===== src/gds_pkg.sv =====
// constants and types of the gripper diagnosis and status lamp block
// ****************************************************************
// How it works
// - refuse same-direction move or move during error; report 0x0307
// - direction flag cleared by opposite move, error reset, flag reset
// - out-of-range workpiece index not selected; report 0x0308
// - changed item not taken over by handshake reports its own code
// - after restart report 0x0312 until first handshake
// - jaw blockage reports 0x0400 until acknowledged
// - 0x0406 system error, 0x040b internal, 0x0411 no production data
// - no error: green steady, red dark
// - workpiece loss: red flashes 1 s, green steady
// - actuator supply bad: red steady
// - internal error: red flashes 1 s, green off
// - no reference position: red and green flash in phase
// - reference run: red and green flash alternately
// - link-only variant: invalid process data flashes red
// - ready with no error reports 0x0000
// ****************************************************************
package gds_pkg;
    // diagnosis codes
    localparam logic [15:0] CODE_READY    = 16'h0000;
    localparam logic [15:0] CODE_MOVE_REF = 16'h0307;
    localparam logic [15:0] CODE_WP_RANGE = 16'h0308;
    localparam logic [15:0] CODE_CHG_POS  = 16'h0309;
    localparam logic [15:0] CODE_CHG_FRC  = 16'h030d;
    localparam logic [15:0] CODE_CHG_WIN  = 16'h030f;
    localparam logic [15:0] CODE_CHG_PRF  = 16'h0310;
    localparam logic [15:0] CODE_CHG_WP   = 16'h0311;
    localparam logic [15:0] CODE_RESTART  = 16'h0312;
    localparam logic [15:0] CODE_BLOCKED  = 16'h0400;
    localparam logic [15:0] CODE_SYS_ERR  = 16'h0406;
    localparam logic [15:0] CODE_INT_ERR  = 16'h040b;
    localparam logic [15:0] CODE_NO_PROD  = 16'h0411;
    // workpiece index limit
    localparam logic [7:0]  WP_MAX        = 8'h20;
    // blink timing: half of a 1 s period at 200 MHz
    localparam int          CLK_MHZ       = 200;
    localparam int          BLINK_HALF_MS = 500;
    localparam int          BLINK_HALF_CYC = BLINK_HALF_MS * CLK_MHZ * 1000;
    // register offsets
    localparam logic [7:0]  OFS_DIAG   = 8'h00;
    localparam logic [7:0]  OFS_CTRL   = 8'h04;
    localparam logic [7:0]  OFS_STAT   = 8'h08;
    localparam logic [7:0]  OFS_CLEAR  = 8'h0c;
    localparam logic [7:0]  OFS_ENABLE = 8'h10;
    localparam logic [7:0]  OFS_FLAGS  = 8'h14;
    // ctrl bits and event bits
    localparam int CTRL_ERR_RST = 0;
    localparam int CTRL_DIR_RST = 1;
    localparam int CTRL_BLK_ACK = 2;
    localparam int EVW          = 5;
    localparam int EV_REFUSE    = 0;
    localparam int EV_RANGE     = 1;
    localparam int EV_BLOCK     = 2;
    localparam int EV_FAULT     = 3;
    localparam int EV_CODE      = 4;
    localparam logic [EVW-1:0] EV_RESET = 5'h00;

    // process data taken over by handshake
    typedef struct packed {
        logic [15:0] taught_jaw_position;
        logic [7:0]  clamp_force_setting;
        logic [7:0]  taught_position_window;
        logic [7:0]  profile_select;
        logic [7:0]  workpiece_index;
    } gds_pd_type;

    // lamp pattern states, least severe first
    typedef enum logic [2:0] {
        LAMP_OK      = 3'b000,
        LAMP_WP_LOST = 3'b001,
        LAMP_PD_BAD  = 3'b010,
        LAMP_NO_REF  = 3'b011,
        LAMP_REF_RUN = 3'b100,
        LAMP_SUPPLY  = 3'b101,
        LAMP_INT_ERR = 3'b110
    } gds_lamp_type;
endpackage : gds_pkg


===== src/gds_diag.sv =====
// diagnosis code, move check and status lamp logic of the gripper
`timescale 1ns/1ps
module gds_diag #(
    parameter int           HALF_CYCLES = gds_pkg::BLINK_HALF_CYC,
    parameter logic [7:0]   WP_LIMIT    = gds_pkg::WP_MAX
) (
    input  wire logic               ref_clk,
    input  wire logic               rst,
    // motion commands and process data
    input  wire logic               move_req,
    input  wire logic               move_dir,
    input  wire logic               err_reset,
    input  wire logic               dir_flag_reset,
    input  wire logic               handshake,
    input  wire gds_pkg::gds_pd_type pd_in,
    // fault and condition levels from the gripper core
    input  wire logic               jaw_blocked,
    input  wire logic               block_ack,
    input  wire logic               sys_error,
    input  wire logic               int_error,
    input  wire logic               no_prod_params,
    input  wire logic               workpiece_lost,
    input  wire logic               supply_bad,
    input  wire logic               no_reference,
    input  wire logic               ref_running,
    input  wire logic               link_only,
    input  wire logic               pd_invalid,
    // results
    output logic                    move_accept,
    output logic [15:0]             diag_code,
    output logic                    led_red,
    output logic                    led_green,
    output logic                    irq,
    // register port
    input  wire logic [7:0]         addr,
    input  wire logic [31:0]        wr_data,
    input  wire logic               wr_en,
    input  wire logic               rd_en,
    output logic [31:0]             rd_data
);
    // ****************************************************************
    // register decode
    // ****************************************************************
    wire wr_ctrl  = wr_en && addr == gds_pkg::OFS_CTRL;
    wire wr_clear = wr_en && addr == gds_pkg::OFS_CLEAR;
    wire wr_enab  = wr_en && addr == gds_pkg::OFS_ENABLE;
    wire any_err_rst = err_reset
        || (wr_ctrl && wr_data[gds_pkg::CTRL_ERR_RST]);
    wire any_dir_rst = dir_flag_reset
        || (wr_ctrl && wr_data[gds_pkg::CTRL_DIR_RST]);
    wire any_blk_ack = block_ack
        || (wr_ctrl && wr_data[gds_pkg::CTRL_BLK_ACK]);

    // ****************************************************************
    // move command check
    // ****************************************************************
    logic dir_valid_reg;
    logic last_dir_reg;
    logic refuse_reg;
    logic blocked_reg;
    logic range_reg;
    logic boot_reg;
    gds_pkg::gds_pd_type applied_reg;

    // internal faults are levels; blockage latches until acknowledged or error reset
    wire fault_int   = sys_error || int_error || no_prod_params;
    wire err_pending = fault_int || blocked_reg;
    wire same_dir    = dir_valid_reg && move_dir == last_dir_reg;
    wire refuse_now  = move_req && (err_pending || same_dir);
    wire accept_now  = move_req && !refuse_now;

    // direction memory; opposite move, error or flag reset all free it
    always_ff @(posedge ref_clk) begin
        if (rst) begin
            dir_valid_reg <= 1'b0;
            last_dir_reg  <= 1'b0;
        end else if (accept_now) begin
            dir_valid_reg <= 1'b1;
            last_dir_reg  <= move_dir;
        end else if (any_err_rst || any_dir_rst) begin
            dir_valid_reg <= 1'b0;
        end
    end

    // refusal code stays until the flag is freed or a move succeeds
    always_ff @(posedge ref_clk) begin
        if (rst) begin
            refuse_reg  <= 1'b0;
            move_accept <= 1'b0;
        end else begin
            refuse_reg  <= refuse_now
                || (refuse_reg && !accept_now && !any_err_rst
                    && !any_dir_rst);
            move_accept <= accept_now;
        end
    end

    // blockage: a new blockage wins over an acknowledge
    always_ff @(posedge ref_clk) begin
        if (rst) begin
            blocked_reg <= 1'b0;
        end else begin
            blocked_reg <= jaw_blocked
                || (blocked_reg && !any_blk_ack && !any_err_rst);
        end
    end

    // ****************************************************************
    // process data handshake
    // ****************************************************************
    wire wp_bad = pd_in.workpiece_index > WP_LIMIT;

    // out-of-range index is kept out of the applied copy
    always_ff @(posedge ref_clk) begin
        if (rst) begin
            applied_reg <= '0;
            range_reg   <= 1'b0;
            boot_reg    <= 1'b1;
        end else if (handshake) begin
            applied_reg <= pd_in;
            if (wp_bad) begin
                applied_reg.workpiece_index <= applied_reg.workpiece_index;
            end
            range_reg <= wp_bad;
            boot_reg  <= 1'b0;
        end
    end

    // items written but not yet taken over
    wire chg_pos = pd_in.taught_jaw_position
        != applied_reg.taught_jaw_position;
    wire chg_frc = pd_in.clamp_force_setting
        != applied_reg.clamp_force_setting;
    wire chg_win = pd_in.taught_position_window
        != applied_reg.taught_position_window;
    wire chg_prf = pd_in.profile_select != applied_reg.profile_select;
    wire chg_wp  = !range_reg
        && pd_in.workpiece_index != applied_reg.workpiece_index;

    // ****************************************************************
    // diagnosis code selection
    // ****************************************************************
    logic [15:0] code_next;

    // internal faults first, then movement, then process data
    always_comb begin
        if (sys_error)           code_next = gds_pkg::CODE_SYS_ERR;
        else if (int_error)      code_next = gds_pkg::CODE_INT_ERR;
        else if (no_prod_params) code_next = gds_pkg::CODE_NO_PROD;
        else if (blocked_reg)    code_next = gds_pkg::CODE_BLOCKED;
        else if (refuse_reg)     code_next = gds_pkg::CODE_MOVE_REF;
        else if (range_reg)      code_next = gds_pkg::CODE_WP_RANGE;
        else if (boot_reg)       code_next = gds_pkg::CODE_RESTART;
        else if (chg_pos)        code_next = gds_pkg::CODE_CHG_POS;
        else if (chg_frc)        code_next = gds_pkg::CODE_CHG_FRC;
        else if (chg_win)        code_next = gds_pkg::CODE_CHG_WIN;
        else if (chg_prf)        code_next = gds_pkg::CODE_CHG_PRF;
        else if (chg_wp)         code_next = gds_pkg::CODE_CHG_WP;
        else                     code_next = gds_pkg::CODE_READY;
    end

    always_ff @(posedge ref_clk) begin
        if (rst) diag_code <= gds_pkg::CODE_RESTART;
        else     diag_code <= code_next;
    end

    // ****************************************************************
    // shared blinker and lamp patterns
    // ****************************************************************
    logic [31:0] blink_cnt_reg;
    logic        blink_reg;
    wire blink_wrap = blink_cnt_reg == 32'(HALF_CYCLES - 1);

    // one phase source keeps in-phase and alternate patterns aligned
    always_ff @(posedge ref_clk) begin
        if (rst) begin
            blink_cnt_reg <= 32'h0;
            blink_reg     <= 1'b0;
        end else if (blink_wrap) begin
            blink_cnt_reg <= 32'h0;
            blink_reg     <= !blink_reg;
        end else begin
            blink_cnt_reg <= blink_cnt_reg + 32'h1;
        end
    end

    gds_pkg::gds_lamp_type lamp;
    // most severe condition chooses the pattern
    always_comb begin
        if (fault_int)                    lamp = gds_pkg::LAMP_INT_ERR;
        else if (supply_bad)              lamp = gds_pkg::LAMP_SUPPLY;
        else if (ref_running)             lamp = gds_pkg::LAMP_REF_RUN;
        else if (no_reference)            lamp = gds_pkg::LAMP_NO_REF;
        else if (link_only && pd_invalid) lamp = gds_pkg::LAMP_PD_BAD;
        else if (workpiece_lost)          lamp = gds_pkg::LAMP_WP_LOST;
        else                              lamp = gds_pkg::LAMP_OK;
    end

    logic red_next;
    logic green_next;
    always_comb begin
        case (lamp)
            gds_pkg::LAMP_INT_ERR: begin
                red_next = blink_reg; green_next = 1'b0;
            end
            gds_pkg::LAMP_SUPPLY: begin
                red_next = 1'b1; green_next = 1'b0;
            end
            gds_pkg::LAMP_REF_RUN: begin
                red_next = blink_reg; green_next = !blink_reg;
            end
            gds_pkg::LAMP_NO_REF: begin
                red_next = blink_reg; green_next = blink_reg;
            end
            gds_pkg::LAMP_PD_BAD: begin
                red_next = blink_reg; green_next = 1'b1;
            end
            gds_pkg::LAMP_WP_LOST: begin
                red_next = blink_reg; green_next = 1'b1;
            end
            default: begin
                red_next = 1'b0; green_next = 1'b1;
            end
        endcase
    end

    always_ff @(posedge ref_clk) begin
        if (rst) begin
            led_red   <= 1'b0;
            led_green <= 1'b0;
        end else begin
            led_red   <= red_next;
            led_green <= green_next;
        end
    end

    // ****************************************************************
    // interrupt status and register reads
    // ****************************************************************
    logic [gds_pkg::EVW-1:0] stat_reg;
    logic [gds_pkg::EVW-1:0] enable_reg;
    logic                    fault_d_reg;
    logic [gds_pkg::EVW-1:0] ev;

    assign ev[gds_pkg::EV_REFUSE] = refuse_now;
    assign ev[gds_pkg::EV_RANGE]  = handshake && wp_bad;
    assign ev[gds_pkg::EV_BLOCK]  = jaw_blocked && !blocked_reg;
    assign ev[gds_pkg::EV_FAULT]  = fault_int && !fault_d_reg;
    assign ev[gds_pkg::EV_CODE]   = code_next != diag_code;

    // a new event wins over a clear in the same cycle
    always_ff @(posedge ref_clk) begin
        if (rst) begin
            stat_reg    <= gds_pkg::EV_RESET;
            enable_reg  <= gds_pkg::EV_RESET;
            fault_d_reg <= 1'b0;
        end else begin
            stat_reg <= ev | (stat_reg
                & ~(wr_clear ? wr_data[gds_pkg::EVW-1:0] : '0));
            if (wr_enab) enable_reg <= wr_data[gds_pkg::EVW-1:0];
            fault_d_reg <= fault_int;
        end
    end

    assign irq = |(stat_reg & enable_reg);

    logic [31:0] rd_next;
    always_comb begin
        case (addr)
            gds_pkg::OFS_DIAG:   rd_next = {16'h0, diag_code};
            gds_pkg::OFS_STAT:   rd_next = 32'(stat_reg);
            gds_pkg::OFS_ENABLE: rd_next = 32'(enable_reg);
            gds_pkg::OFS_FLAGS:  rd_next = {26'h0, led_green, led_red,
                boot_reg, blocked_reg, last_dir_reg, dir_valid_reg};
            default:             rd_next = 32'h0;
        endcase
    end

    // read data stand only in the cycle after the strobe
    always_ff @(posedge ref_clk) begin
        if (rst)        rd_data <= 32'h0;
        else if (rd_en) rd_data <= rd_next;
        else            rd_data <= 32'h0;
    end
endmodule : gds_diag


===== config.mk =====
export PLATFORM = sky130hd
export DESIGN_NAME = gds_diag
export DESIGN_NICKNAME = d
export VERILOG_FILES = /design/src/gds_pkg.sv /design/src/gds_diag.sv
export SDC_FILE = /design/constraint.sdc
export NUM_CORES = 1
export LEC_CHECK = 0
export BUFFER_PORTS_ARGS = -buffer_cell sky130_fd_sc_hd__buf_2
export CAP_MARGIN = 5
export CORE_MARGIN = 1
export CORE_UTILIZATION = 27
export DETAILED_ROUTE_END_ITERATION = 7
export MAX_ROUTING_LAYER = met4
export PLACE_DENSITY_LB_ADDON = 0.12
export SETUP_SLACK_MARGIN = 0.02
export SLEW_MARGIN = 20
export SYNTH_ARGS = -nofsm -noshare
export SYNTH_HDL_FRONTEND = slang
export SYNTH_SLANG_ARGS = --single-unit

===== constraint.sdc =====
create_clock -name ref_clk -period 3.7 [get_ports ref_clk]
set_input_delay 0.555 -clock ref_clk [delete_from_list [all_inputs] [get_ports ref_clk]]
set_output_delay 0.555 -clock ref_clk [all_outputs]
set_load 0.01 [all_outputs]

## After elaboration in Yosys (flattened, before gate mapping)

Index checks and enable logic that the tools add are counted.

- Add/sub/neg operators: 1
- Order comparisons: 1
- Eq/ne operators: 19
- Mux-type cells: 24
- Bitwise gates (word level): 6
- Reductions and logical operators: 46

Operators by type and width:

| kind | number |
|---|---|
| two-way mux 10 bit | 8 |
| one-hot mux 16 bit (4 select lines) | 1 |
| two-way mux 11 bit | 4 |
| adder 32 x 1 -> 32 bit, second input constant | 1 |
| == test 32 x 27 -> 1 bit, second input constant | 1 |
| inequality test 16 bit | 2 |
| inequality test 8 bit | 4 |
| logical AND 1 bit | 19 |
| == test 8 x 4 -> 1 bit, second input constant | 2 |
| == test 8 x 5 -> 1 bit, second input constant | 2 |
| bitwise AND 5 bit | 2 |
| logical OR 1 bit | 10 |
| OR reduction 5 bit | 2 |
| == test 3 bit, second input constant | 3 |
| logical NOT 1 bit | 9 |
| two-way mux 3 bit | 3 |
| == test 8 x 3 -> 1 bit, second input constant | 1 |
| greater-than comparator 8 x 6 -> 1 bit, second input constant | 1 |
| logical NOT 8 bit | 1 |
| == test 3 x 2 -> 1 bit, second input constant | 2 |
| OR reduction 2 bit | 3 |
| two-way mux 5 bit | 1 |
| NOT 5 bit | 1 |
| OR 5 bit | 1 |
| 9 further kinds | 13 |

- Register bits after elaboration: 149
- Bits of input ports: 108
- Output and inout port bits: 52
- Word-level logic and storage cells: 118

## Logic depth before layout (Yosys ltp)

- Depth in word-level cells: 16
- Gate-level depth with buffers: 9
- Gate-level depth less buffers: 7

## Least setup slack after synthesis

OpenSTA, ideal clock, no wires.

- Kind: input-to-reg
- Start: in int_error
- End: reg stat_reg[4] (netlist name)
- Setup time: 0.120 ns
- Arrival time: 2.519 ns
- Required time: 3.580 ns
- Path slack: 1.062 ns
- Cell stages on the path: 9
- Buffers on the path: 2
- Cells stage by stage: buf_6 or4_4 buf_6 nor2_4 o21ai_1 a222oi_1 o2111ai_1 or4_1 o31a_1

- Cells in the longest elaborated chain, start to end: 4

Ends and longest elaborated chain:

| element | line | RTL |
|---|---|---|
| from (decl) | gds_diag.sv:20 | `input wire logic int_error,` |
| two-way mux 11 bit | gds_diag.sv:148 | `else if (int_error) code_next = gds_pkg::CODE_INT_ERR;` |
| two-way mux 11 bit | gds_diag.sv:147 | `if (sys_error) code_next = gds_pkg::CODE_SYS_ERR;` |
| inequality test 16 bit | gds_diag.sv:249 | `assign ev[gds_pkg::EV_CODE] = code_next != diag_code;` |
| OR 5 bit | gds_diag.sv:258 | `stat_reg <= ev \| (stat_reg` |
| to (signal assigned) | gds_diag.sv:254 | `stat_reg <= gds_pkg::EV_RESET;` |
| to (signal assigned) | gds_diag.sv:258 |  |
| to (decl) | gds_diag.sv:240 | `logic [gds_pkg::EVW-1:0] stat_reg;` |

Every way passes these cells.
A chain may end at the register's enable or synchronous reset.

## Final worst setup path

- Start: reg blocked_reg
- End: reg stat_reg[4] (netlist name)

- Cells in the longest elaborated chain, start to end: 6

Ends and longest elaborated chain:

| element | line | RTL |
|---|---|---|
| from (decl) | gds_diag.sv:60 | `logic blocked_reg;` |
| from (signal assigned) | gds_diag.sv:103 | `blocked_reg <= jaw_blocked` |
| two-way mux 11 bit | gds_diag.sv:150 | `else if (blocked_reg) code_next = gds_pkg::CODE_BLOCKED;` |
| two-way mux 11 bit | gds_diag.sv:149 | `else if (no_prod_params) code_next = gds_pkg::CODE_NO_PROD;` |
| two-way mux 11 bit | gds_diag.sv:148 |  |
| two-way mux 11 bit | gds_diag.sv:147 |  |
| inequality test 16 bit | gds_diag.sv:249 |  |
| OR 5 bit | gds_diag.sv:258 |  |

Every way passes these cells.

==> out/qor.yml <==
ioPinCount: 160
finalSetupTns_ns: 0
grt_antenna_before_repair: 0
detailed_place_hpwl_mm: 10.7
fmax_mhz: 372
reg2reg_slack_ns: 1.01
grtUsageTotal_pct: 13.7
hold_buffers: 0
synthFlopType: "dfxtp_1"
start_util_pct: 27.9
seq_area_frac_synth_pct: 40.6
r2r_cells: 7
grt_pass1_wl_mm: 22.5
critPathArrivalTime_ns: 2.98
rsz0062_at_grt: "false"
startpoint: "blocked_reg$_SDFF_PP0_"
r2r-start: "blocked_reg$_SDFF_PP0_"
largest_reg_flops: 48
post_cts_resized: 0
end_kind: "flop"
path_max_fanout: 11
numPortBuffers: 101
min-delay-path-class: "primary input to flop"
setup_violations: 0
clk_pin_slew_ns: 0.06
nets: 856
grt_max_degree: 31
drc: 0
routedWlPerCell_um: 13.6
syn_area_um2: 5710
postCtsSetupBuffers: 0
cp-start-kind: "flop"
layout-drive-gt1-share_pct: 20.5
critPathBufInv: 0
p_leak_nw: 2.88
crit_type: "flop to flop"
ys_warn_count: 0
dr_total_vias: 4631
netlist_instances: 650
die-height_um: 147
cp_slowest_cell: "or4_4"
cts_tree: "yes"
slew_headroom_pct: 51.6
postRouteWirelength_mm: 14.0
ys_types: 60
r2r-end: "stat_reg[4]$_SDFF_PP0_"
pre_cts_slack_ns: 0.712
cp.required_ns: 3.99
fin_crit_sh_pct: 72.6
crit_chain: "or4_4, nor2_4, o21ai_1, a222oi_1, o2111ai_1, or4_1, o31a_1"
clock_skew_ns: 0.0115
gr-total-overflow: 0
slowest_delay_ns: 0.65
tightest_slew_ns: 0.721
clock-sinks: 116
final_cells: 1030
maxCapViolCount: 0
clockBufferDepth: 2
htree_levels: 4
numCtsBuffers: 17
peakVddDrop_v: 0.000286
gp_congestion: 0.805
design.die.area_um2: 21700
cp_top_family: "simple AND/OR/NAND/NOR gates"
fp.dieW_um: 147
n_antenna_cell: 0
core-area_um2: 20500
cts_root_buf: "clkbuf_16"
ys_ff_latch: 116
min_period_ns: 2.69
syn2layout_area_growth_pct: 20.8
outcome: "completed"
grt_pass1_vias: 4544
endpoint: "stat_reg[4]$_SDFF_PP0_"
dr.pass1.iters: 4
clk_latency_ns: 0.42
dpl.cell_count: 998
crit_cells: 7
synth_edf_count: 0
hold_viol: 0
ant_nets: 0
fin_ws_ns: 1.01
synth_area_per_cell_um2: 8.79
async_reset_ff_share_pct: 0
report.final.slew_viol_count: 0
drt_iter0_drc: 151
rows: 52
p_per_area_nw_per_um2: 470
avgViaCountPerCell: 4.50
## cells by family after synthesis
logic type,count (synthesis),share of synthesized area (%)
and+or+nand+nor,262,21.9
DFF,116,40.6
xor gates and xnor gates,79,12.1
buffers and inverters,68,7.60
AOI/OAI and AO/OA,66,7.38
muxes,57,10.1
adders and majority gates,1,0.219
other,1,0.0656
## power by group
group          internal (mW)  total [mW]  switching, mW
sequential              1.29        1.34         0.0436
clock                   1.03        1.62          0.597
combinational          0.130       0.285          0.155
## how the worst min path moves through the flow
stage	to	slack (ns)	cells past startpoint	from
after CTS	blocked_reg$_SDFF_PP0_	0.35	3	jaw_blocked
after detailed placement	rd_data[5]$_SDFF_PP0_	0.46	1	led_green$_SDFF_PP0_
after global routing	blocked_reg$_SDFF_PP0_	0.38	3	jaw_blocked
final	blocked_reg$_SDFF_PP0_	0.36	3	jaw_blocked
after global placement	blink_cnt_reg[0]$_SDFF_PP0_	0.44	1	blink_cnt_reg[0]$_SDFF_PP0_
after floorplan	blink_cnt_reg[0]$_SDFF_PP0_	0.43	1	blink_cnt_reg[0]$_SDFF_PP0_
## placed cells by master, fill, tap and decap left out, types with 3 or more instances in the layout
cell	n
a211oi_1	3
a21oi_1	20
a22oi_1	8
a31oi_1	3
and2_1	4
and3_1	9
buf_2	101
buf_4	6
clkbuf_16	17
clkinv_2	4
clkinvlp_4	3
conb_1	31
dfxtp_1	116
inv_1	9
mux2_2	5
mux2i_1	52
nand2_1	49
nand2b_1	3
nand3_1	17
nand4_1	11
nor2_1	118
nor2b_1	5
nor3_1	7
nor4_1	11
o21ai_0	12
o31ai_1	3
or2_2	4
or4_1	3
xnor2_1	46
xor2_1	33
## cells in the mapped netlist (2+ instances only)
| cell type | n | area share, % |
|---|---|---|
| nor2_1 | 118 | 7.8 |
| dfxtp_1 | 116 | 41 |
| mux2i_1 | 52 | 9.1 |
| nand2_1 | 49 | 3.2 |
| xnor2_1 | 46 | 7.1 |
| buf_4 | 34 | 4.5 |
| xor2_1 | 33 | 5.1 |
| a21oi_1 | 20 | 1.8 |
| clkbuf_1 | 17 | 1.1 |
| nand3_1 | 17 | 1.5 |
| o21ai_0 | 12 | 1.1 |
| nand4_1 | 11 | 1.2 |
| nor4_1 | 11 | 1.2 |
| and3_1 | 9 | 0.99 |
| inv_1 | 9 | 0.59 |
| a22oi_1 | 8 | 1.1 |
| nor3_1 | 7 | 0.61 |
| mux2_2 | 5 | 0.99 |
| nor2b_1 | 5 | 0.55 |
| and2_1 | 4 | 0.44 |
| buf_6 | 4 | 0.79 |
| or2_2 | 4 | 0.44 |
| a211oi_1 | 3 | 0.39 |
| a31oi_1 | 3 | 0.33 |
| nand2b_1 | 3 | 0.33 |
| o31ai_1 | 3 | 0.39 |
| or4_1 | 3 | 0.39 |
| a21o_1 | 2 | 0.26 |
| a222oi_1 | 2 | 0.35 |
| a311oi_1 | 2 | 0.31 |
| and4_1 | 2 | 0.31 |
| and4b_1 | 2 | 0.35 |
| clkbuf_8 | 2 | 0.48 |
| nand3b_1 | 2 | 0.26 |
| nor4_2 | 2 | 0.44 |
| nor4b_1 | 2 | 0.31 |
| o21ai_1 | 2 | 0.18 |
| or3_1 | 2 | 0.22 |
## routing by layer
layer	wire length, um	part of all wire [%]	up-vias	global-route usage, %
li1	-	-	2343	-
met1	6260	45	2183	15.6
met2	7060	50	87	23.2
met3	553	3.9	18	3.70
met4	157	1.1	0	4.74
met5	0	0	-	-
## worst min-delay path: stages
cell     delay [ns]
buf_2          0.09
a31oi_1        0.03
nor2_1         0.06
## area by class of cell
type | count | area (um^2)
inverter | 9 | 33.8
clock inverter | 12 | 129
fill | 2191 | 13600
sequential | 116 | 2320
timing repair buffer | 107 | 551
multi-input combinational | 496 | 3070
clock buffer | 20 | 457
tap | 270 | 338
## stage by stage
| stage | power (mW) | util, % | area (um^2) | hold WS [ns] |
|---|---|---|---|---|
| global route | 3.39 | 33.7 | 6900 | 0.376 |
| CTS | 3.30 | 33.7 | 6900 | 0.351 |
| finish | 3.24 | 33.7 | 6900 | 0.359 |
| global placement | 1.64 | 30.8 | 6310 | 0.439 |
| floorplan | 1.57 | - | 5830 | 0.426 |
| detailed placement | 1.65 | 30.8 | 6310 | 0.459 |
Power figures use the tool's default switching activity.
